--- config.mk ---
export PLATFORM = sky130hd
export DESIGN_NAME = rcg_guard
export DESIGN_NICKNAME = d
export VERILOG_FILES = /design/src/rcg_pkg.sv /design/src/rcg_guard.sv
export SDC_FILE = /design/constraint.sdc
export NUM_CORES = 1
export LEC_CHECK = 0
export BUFFER_PORTS_ARGS = -buffer_cell sky130_fd_sc_hd__buf_2
export CORE_MARGIN = 2
export CORE_UTILIZATION = 53
export CTS_CLUSTER_SIZE = 30
export DETAILED_ROUTE_END_ITERATION = 7
export GPL_ROUTABILITY_DRIVEN = 0
export PLACE_DENSITY = 0.8
export SYNTH_ARGS = -nofsm -noshare
export SYNTH_HDL_FRONTEND = slang
export SYNTH_SLANG_ARGS = --single-unit
export TNS_END_PERCENT = 5
--- constraint.sdc ---
create_clock -name sys_clk_i -period 2.3 [get_ports sys_clk_i]
set_input_delay 0.46 -clock sys_clk_i [delete_from_list [all_inputs] [get_ports sys_clk_i]]
set_output_delay 0.46 -clock sys_clk_i [all_outputs]
set_load 0.01 [all_outputs]
--- src/rcg_pkg.sv ---
// package for the receive condition b write guard block
// assumes a byte-wide control bus with one access strobe per cycle
package rcg_pkg;
  localparam logic [4:0] RCG_ADDR_RCB_SNAPSHOT = 5'h1D;
  localparam logic [4:0] RCG_ADDR_RCB_FLAGS = 5'h11;
  localparam logic [4:0] RCG_ADDR_MODE_TWO = 5'h1E;
  localparam logic [4:0] RCG_ADDR_INT_COND = 5'h02;
  localparam logic [7:0] RCG_RESET_BYTE = 8'h00;
  // interrupt condition bits owned here
  localparam int RCG_ICR_CPE_BIT = 1;
  localparam int RCG_ICR_CWI_BIT = 3;
  // mode two fields
  localparam int RCG_M2_SOFT_RST_BIT = 0;
  localparam int RCG_M2_PAR_EN_BIT = 1;
  localparam int RCG_M2_CLK_SEL_BIT = 5;
  localparam int RCG_M2_SCRUB_BIT = 7;
  localparam logic [7:0] RCG_M2_WRITABLE = 8'hA3;
  // soft reset holds for 32 byte times
  localparam int RCG_SOFT_RST_BYTES = 32;
  localparam int RCG_SOFT_RST_CYC = RCG_SOFT_RST_BYTES;

  typedef struct packed {
    logic super_idle_flag;
    logic elastic_buffer_fault_flag;
    logic reserved_flag;
    logic cascade_sync_or_service_event;
    logic unknown_line_valid_flag;
    logic active_line_flag;
    logic dwell_threshold_flag;
    logic idle_line_flag;
  } rcg_flags_raw_t;

  // host access bundle
  typedef struct packed {
    logic rd;
    logic wr;
    logic [4:0] addr;
    logic [7:0] data;
    logic parity;
  } rcg_cbus_t;
endpackage

--- src/rcg_guard.sv ---
// receive condition b write guard: flags, snapshot, mode two register
// assumes bus signals are synchronous to sys_clk_i (one byte clock)
`timescale 1ns/1ps
module rcg_guard
  import rcg_pkg::*;
#(
  parameter int SOFT_RST_CYC = RCG_SOFT_RST_CYC
) (
  input wire logic sys_clk_i,
  input wire logic reset_n_i,
  input wire logic cbus_rd_i,
  input wire logic cbus_wr_i,
  input wire logic [4:0] cbus_addr_i,
  input wire logic [7:0] cbus_wdata_i,
  input wire logic cbus_wpar_i,
  input wire logic [7:0] cond_set_i,
  output logic [7:0] cbus_rdata_o,
  output logic cbus_rpar_o,
  output logic [7:0] receive_condition_b_flags_o,
  output logic [7:0] receive_condition_b_snapshot_o,
  output logic write_inhibit_flag_o,
  output logic control_port_parity_error_o,
  output logic protocol_soft_reset_o,
  output logic aux_clock_rate_choice_o,
  output logic trigger_scrub_enable_o
);
  localparam int CW = $clog2(SOFT_RST_CYC + 1);

  logic [7:0] flags_q, flags_d;
  logic [7:0] snap_q;
  logic [7:0] device_mode_control_two_q, device_mode_control_two_d;
  logic [1:0] icr_q, icr_d;
  logic [CW-1:0] rst_cnt_q;
  logic [7:0] rdata_q;
  logic rpar_q;

  // odd parity over the written byte
  wire par_ok = (^cbus_wdata_i) ^ cbus_wpar_i;
  wire par_bad = device_mode_control_two_q[RCG_M2_PAR_EN_BIT] && !par_ok;
  wire wr_ok = cbus_wr_i && !par_bad;
  wire wr_flags = wr_ok && (cbus_addr_i == RCG_ADDR_RCB_FLAGS);
  wire wr_snap = wr_ok && (cbus_addr_i == RCG_ADDR_RCB_SNAPSHOT);
  wire wr_device_mode_control_two = wr_ok && (cbus_addr_i == RCG_ADDR_MODE_TWO);
  wire wr_icr = wr_ok && (cbus_addr_i == RCG_ADDR_INT_COND);
  wire rd_flags = cbus_rd_i && (cbus_addr_i == RCG_ADDR_RCB_FLAGS);
  // host must have read flags before writing; otherwise mismatch
  wire [7:0] stale = flags_q ^ snap_q;
  wire inhibit = wr_flags && (stale != 8'h00);
  wire rst_done = protocol_soft_reset_o && (rst_cnt_q == CW'(SOFT_RST_CYC - 1));

  always_comb begin
    // mismatched bits keep live value, others take the write
    flags_d = (flags_q & stale) | (cbus_wdata_i & ~stale);
    if (!wr_flags) begin
      flags_d = flags_q;
    end
    // hardware events win over a clearing write
    flags_d = flags_d | cond_set_i;
    if (protocol_soft_reset_o) begin
      flags_d = RCG_RESET_BYTE;
    end
  end

  always_comb begin
    device_mode_control_two_d = device_mode_control_two_q;
    if (wr_device_mode_control_two) begin
      // soft reset bit can only be set by the host
      device_mode_control_two_d = (cbus_wdata_i & RCG_M2_WRITABLE & ~8'h01)
        | (device_mode_control_two_q & 8'h01) | (cbus_wdata_i & 8'h01);
    end
    if (rst_done) begin
      device_mode_control_two_d[RCG_M2_SOFT_RST_BIT] = 1'b0;
    end
  end

  always_comb begin
    icr_d = icr_q;
    if (wr_icr) begin
      // write one to clear
      icr_d = icr_q & ~{cbus_wdata_i[RCG_ICR_CWI_BIT],
        cbus_wdata_i[RCG_ICR_CPE_BIT]};
    end
    if (inhibit) begin
      icr_d[1] = 1'b1;
    end
    if (cbus_wr_i && par_bad) begin
      icr_d[0] = 1'b1;
    end
  end

  wire [7:0] icr_view = ({7'h00, icr_q[1]} << RCG_ICR_CWI_BIT)
    | ({7'h00, icr_q[0]} << RCG_ICR_CPE_BIT);
  wire [7:0] rd_mux =
    (cbus_addr_i == RCG_ADDR_RCB_FLAGS) ? flags_q :
    (cbus_addr_i == RCG_ADDR_RCB_SNAPSHOT) ? snap_q :
    (cbus_addr_i == RCG_ADDR_MODE_TWO) ? device_mode_control_two_q :
    (cbus_addr_i == RCG_ADDR_INT_COND) ? icr_view : RCG_RESET_BYTE;

  always_ff @(posedge sys_clk_i or negedge reset_n_i) begin
    if (!reset_n_i) begin
      flags_q <= RCG_RESET_BYTE;
      snap_q <= RCG_RESET_BYTE;
      device_mode_control_two_q <= RCG_RESET_BYTE;
      icr_q <= 2'h0;
    end else begin
      flags_q <= flags_d;
      device_mode_control_two_q <= device_mode_control_two_d;
      icr_q <= icr_d;
      // snapshot maps bit for bit onto the flags
      if (rd_flags) begin
        snap_q <= flags_q;
      end else if (wr_snap) begin
        snap_q <= cbus_wdata_i;
      end else if (protocol_soft_reset_o) begin
        snap_q <= RCG_RESET_BYTE;
      end
    end
  end

  always_ff @(posedge sys_clk_i or negedge reset_n_i) begin
    if (!reset_n_i) begin
      rst_cnt_q <= '0;
    end else if (protocol_soft_reset_o && !rst_done) begin
      rst_cnt_q <= rst_cnt_q + CW'(1);
    end else begin
      rst_cnt_q <= '0;
    end
  end

  always_ff @(posedge sys_clk_i or negedge reset_n_i) begin
    if (!reset_n_i) begin
      rdata_q <= RCG_RESET_BYTE;
      rpar_q <= 1'b1;
    end else if (cbus_rd_i) begin
      rdata_q <= rd_mux;
      rpar_q <= ~(^rd_mux);
    end
  end

  assign receive_condition_b_flags_o = flags_q;
  assign receive_condition_b_snapshot_o = snap_q;
  assign write_inhibit_flag_o = icr_q[1];
  assign control_port_parity_error_o = icr_q[0];
  assign protocol_soft_reset_o = device_mode_control_two_q[RCG_M2_SOFT_RST_BIT];
  assign aux_clock_rate_choice_o = device_mode_control_two_q[RCG_M2_CLK_SEL_BIT];
  assign trigger_scrub_enable_o = device_mode_control_two_q[RCG_M2_SCRUB_BIT];
  assign cbus_rdata_o = rdata_q;
  assign cbus_rpar_o = rpar_q;

  property p_snap_copy;
    @(posedge sys_clk_i) disable iff (!reset_n_i)
    rd_flags |=> snap_q == $past(flags_q);
  endproperty
  a_snap_copy: assert property (p_snap_copy)
    else $error("snapshot not loaded on flags read");

  property p_inhibit_set;
    @(posedge sys_clk_i) disable iff (!reset_n_i)
    inhibit |=> write_inhibit_flag_o;
  endproperty
  a_inhibit_set: assert property (p_inhibit_set)
    else $error("inhibit flag not raised");

  property p_stale_kept;
    @(posedge sys_clk_i) disable iff (!reset_n_i)
    (wr_flags && !protocol_soft_reset_o) |=>
      // a hardware event in the same cycle may still set a protected bit
      ((flags_q & $past(stale))
        == (($past(flags_q) | $past(cond_set_i)) & $past(stale)));
  endproperty
  a_stale_kept: assert property (p_stale_kept)
    else $error("mismatched flag bit changed by write");

  property p_match_apply;
    @(posedge sys_clk_i) disable iff (!reset_n_i)
    (wr_flags && stale == 8'h00 && !protocol_soft_reset_o
      && !wr_icr && !par_bad)
      |=> (flags_q == ($past(cbus_wdata_i) | $past(cond_set_i)))
      && (write_inhibit_flag_o == $past(write_inhibit_flag_o));
  endproperty
  a_match_apply: assert property (p_match_apply)
    else $error("matching write not applied");

  property p_soft_rst_len;
    @(posedge sys_clk_i) disable iff (!reset_n_i)
    $rose(protocol_soft_reset_o) |-> ##[1:40] !protocol_soft_reset_o;
  endproperty
  a_soft_rst_len: assert property (p_soft_rst_len)
    else $error("soft reset did not self clear");

  property p_par_err;
    @(posedge sys_clk_i) disable iff (!reset_n_i)
    (cbus_wr_i && par_bad) |=> control_port_parity_error_o
      && $stable(device_mode_control_two_q[7:1]);
  endproperty
  a_par_err: assert property (p_par_err)
    else $error("parity error not flagged or access kept");

  property p_snap_bits;
    @(posedge sys_clk_i) disable iff (!reset_n_i)
    rd_flags |=> snap_q[4] == $past(flags_q[4])
      && snap_q[5] == $past(flags_q[5]) && snap_q[7:6] == $past(flags_q[7:6]);
  endproperty
  a_snap_bits: assert property (p_snap_bits)
    else $error("snapshot bit layout wrong");

  property p_snap_low;
    @(posedge sys_clk_i) disable iff (!reset_n_i)
    rd_flags |=> snap_q[3:0] == $past(flags_q[3:0]);
  endproperty
  a_snap_low: assert property (p_snap_low)
    else $error("snapshot low bits wrong");
endmodule

==> impl_results.md <==
* Layout area overhead at 26.19%
* MaxCap Viol Count at 0
* Final period util at 0.9527
* Setup crit start: cbus_wdata_i[3]
* Pwr Total at 1.849 mW
* Initial Utilization at 0.5498
* Startpoint Class: input port
* Worst-Margin Slew at 0.8316 ns
* Post-CTS resize count at 0
* Leakage at 1.352 nW
* Setup TNS at 0 ns
* Status: finished clean
* DR iter-0 viols at 101
* Layout cells sized above 1 at 0.3246
* Row count at 23
* # port buffers at 55
* Antenna viol nets, final at 0
* Non-filler cells, final at 355
* Utilization after layout at 0.6938
* Cell accounting for the most synthesized area: dfrtp_1
* Crit path max fanout at 8
* DR vias at 2035
* FF-to-FF setup slack at 0.35 ns
* Warnings from Yosys at 0
* R2R Path Start: receive_condition_b_snapshot_o[7]
* Via density at 5.732
* Ant. Diodes at 0
* Top_reg_cell synth: dfrtp_1
* Vias in the first global route at 2029
* Final clock skew at 0.007502 ns
* DP Cell Count at 347
* Pre-antenna DRT Iters at 4
* I/O Pins at 56
* Initial antenna violation count at 0
* Die Height at 68.19 µm
* Largest cells by area after synthesis: dfrtp_1 (41%), xor2_1 (5.6%), nor4_1 (5.2%)
* Avg WL per Cell at 15.85 µm
* Final #Nets at 331
* Clock Tree Root: clkbuf_8
* Grt total ovfl at 0
* Pwr per Cell Area at 671.2 nW/µm²
* Reg2Reg Depth at 7
* Synth top area share at 0.4126
* Detailed Place HPWL at 4267 µm
* First-pass GRT wire length at 9211 µm
* Deepest clock path buffer count at 2
* Clk Latency, worst-skew pair at 0.29 ns
* CORE AREA at 3971 µm²
* Setup bufs post-CTS at 0
* Count of different cell masters after synthesis at 44
* Clock slew at reported path FFs at 0.08 ns
* Sequential-to-total area share from yosys stat at 0.4246
* Synth Register Bits at 37
* Number of H-tree levels at 2
* Hold Vio Cnt, Final at 0
* Required time worst endpoint at 2.47 ns
* Arrival time at the worst endpoint at 2.36 ns
* Syn Nets at 256
* Worst setup EP type: flop
* CTS Sinks at 37
* Syn Std Cell Area at 2183 µm²
* CTS tree: built
* Number of flops mapped to enable cells by yosys at 0
* Setup CP Type: input port to flop
* DRC at 0
* Fraction of registers with async set/reset at 1.000
* Global Route Usage Sum at 0.2725
* Min-Delay Path Class: input port to async pin
* Die Wd at 68.19 µm
* Max Freq at 456.4 MHz
* Slew Viols, Final at 0
* CTS Hold Bufs at 0
* Tmin final at 2.191 ns
* CTS Buf Count at 5
* Worst vdd ir at 0.5792 mV
* RSZ-0062 raised after global routing: no
* Critical R2R Capture: cbus_rpar_o
* Setup-failing EPs final at 0
* Final WL at 5625 µm
* Cells after Synth at 229
* Syn Area/Cell at 9.534 µm²
* Max-Slew Margin vs Limit at 0.4456
* Largest net degree at the start of global routing at 38
* Die ar. at 4649 µm²
## state kept, by name, summed over array words and instances (netlist names)
name	cells
receive_condition_b_snapshot_o	8
cbus_rpar_o	1
rst_cnt_q	6
receive_condition_b_flags_o	8
icr_q	2
cbus_rdata_o	8
device_mode_control_two_q	4
## metrics by stage
step / hold slack (ns) / worst slack, ns / instance area (µm²)
floorplan: 0.1644 / 0.04996 / 2183
global placement: 0.4465 / -0.05951 / 2669
detailed placement: 0.4510 / -0.1510 / 2669
CTS: 0.2930 / 0.1063 / 2755
global route: 0.3249 / 0.005718 / 2755
finish: 0.2654 / 0.1088 / 2755
## cells in the mapped netlist (all sizes together), types with 7 or more instances
master	count
dfrtp	36
nor4	18
nand2	16
nor2	16
o21ai	15
xor2	14
inv	11
mux2i	9
xnor2	9
a211oi	8
nor3	8
a21oi	7
nand3	7
## cells by family after synthesis
group,share of synthesized area
and+or+nand+nor,0.1971
adders and majority gates,0.005730
DFF,0.4246
buffers and inverters,0.04527
xor gates and xnor gates,0.1163
AOI/OAI and AO/OA,0.1370
muxes,0.07392
## where the power goes
part           internal (mW)  switching [mW]  leakage [nW]
sequential             0.747           0.129         0.465
combinational          0.258           0.273         0.843
clock                  0.209           0.234        0.0439
## cell usage in the layout, fill, tap and decap left out, types with 4 or more instances in the layout
master and count:
buf_2 55, dfrtp_1 36, buf_4 22, nor4_1 18
nor2_1 16, nand2_1 15, o21ai_0 15, xor2_1 14
inv_1 11, mux2i_1 9, xnor2_1 8, nor3_1 8
a211oi_1 8, nand3_1 7, a21oi_1 7, a22oi_1 6
and2_1 5, mux2_2 5, clkbuf_8 5, and3_1 4
## worst max-delay path by stage
| stage | endpoint | slack, ns | cells past startpoint |
|---|---|---|---|
| after floorplan | cbus_rpar_o | 0.05 | 9 |
| after global placement | receive_condition_b_flags_o[6] | -0.06 | 9 |
| after detailed placement | receive_condition_b_flags_o[7] | -0.15 | 9 |
| after CTS | receive_condition_b_flags_o[7] | 0.11 | 9 |
| after global routing | receive_condition_b_flags_o[7] | 0.006 | 9 |
| final | receive_condition_b_flags_o[7] | 0.11 | 9 |
## layer usage
metal	vias up	GRT usage	share of wire
met5	-	0	0
met4	0	0.1125	0.028
met3	18	0.06250	0.055
met2	77	0.4502	0.50
met1	965	0.3432	0.42
li1	975	-	-
## critical path: stages
cell and delay [ns]:
buf_2 0.11, xnor2_1 0.27, xnor3_1 0.38, xnor2_1 0.17, a21boi_2 0.24, and2_1 0.22
buf_12 0.13, nor3_1 0.05, nor4_1 0.33
## final cells by class
cell class	count	area, µm²
fillers	319	1216
multi-input cells	170	1157
flip-flops and latches	37	927.1
repair buffers	79	480.5
clock buffers	5	68.82
well taps	50	62.56
inverters	11	41.29
clock inverters	3	17.52
No activity file was read; power rests on OpenSTA's default activity.
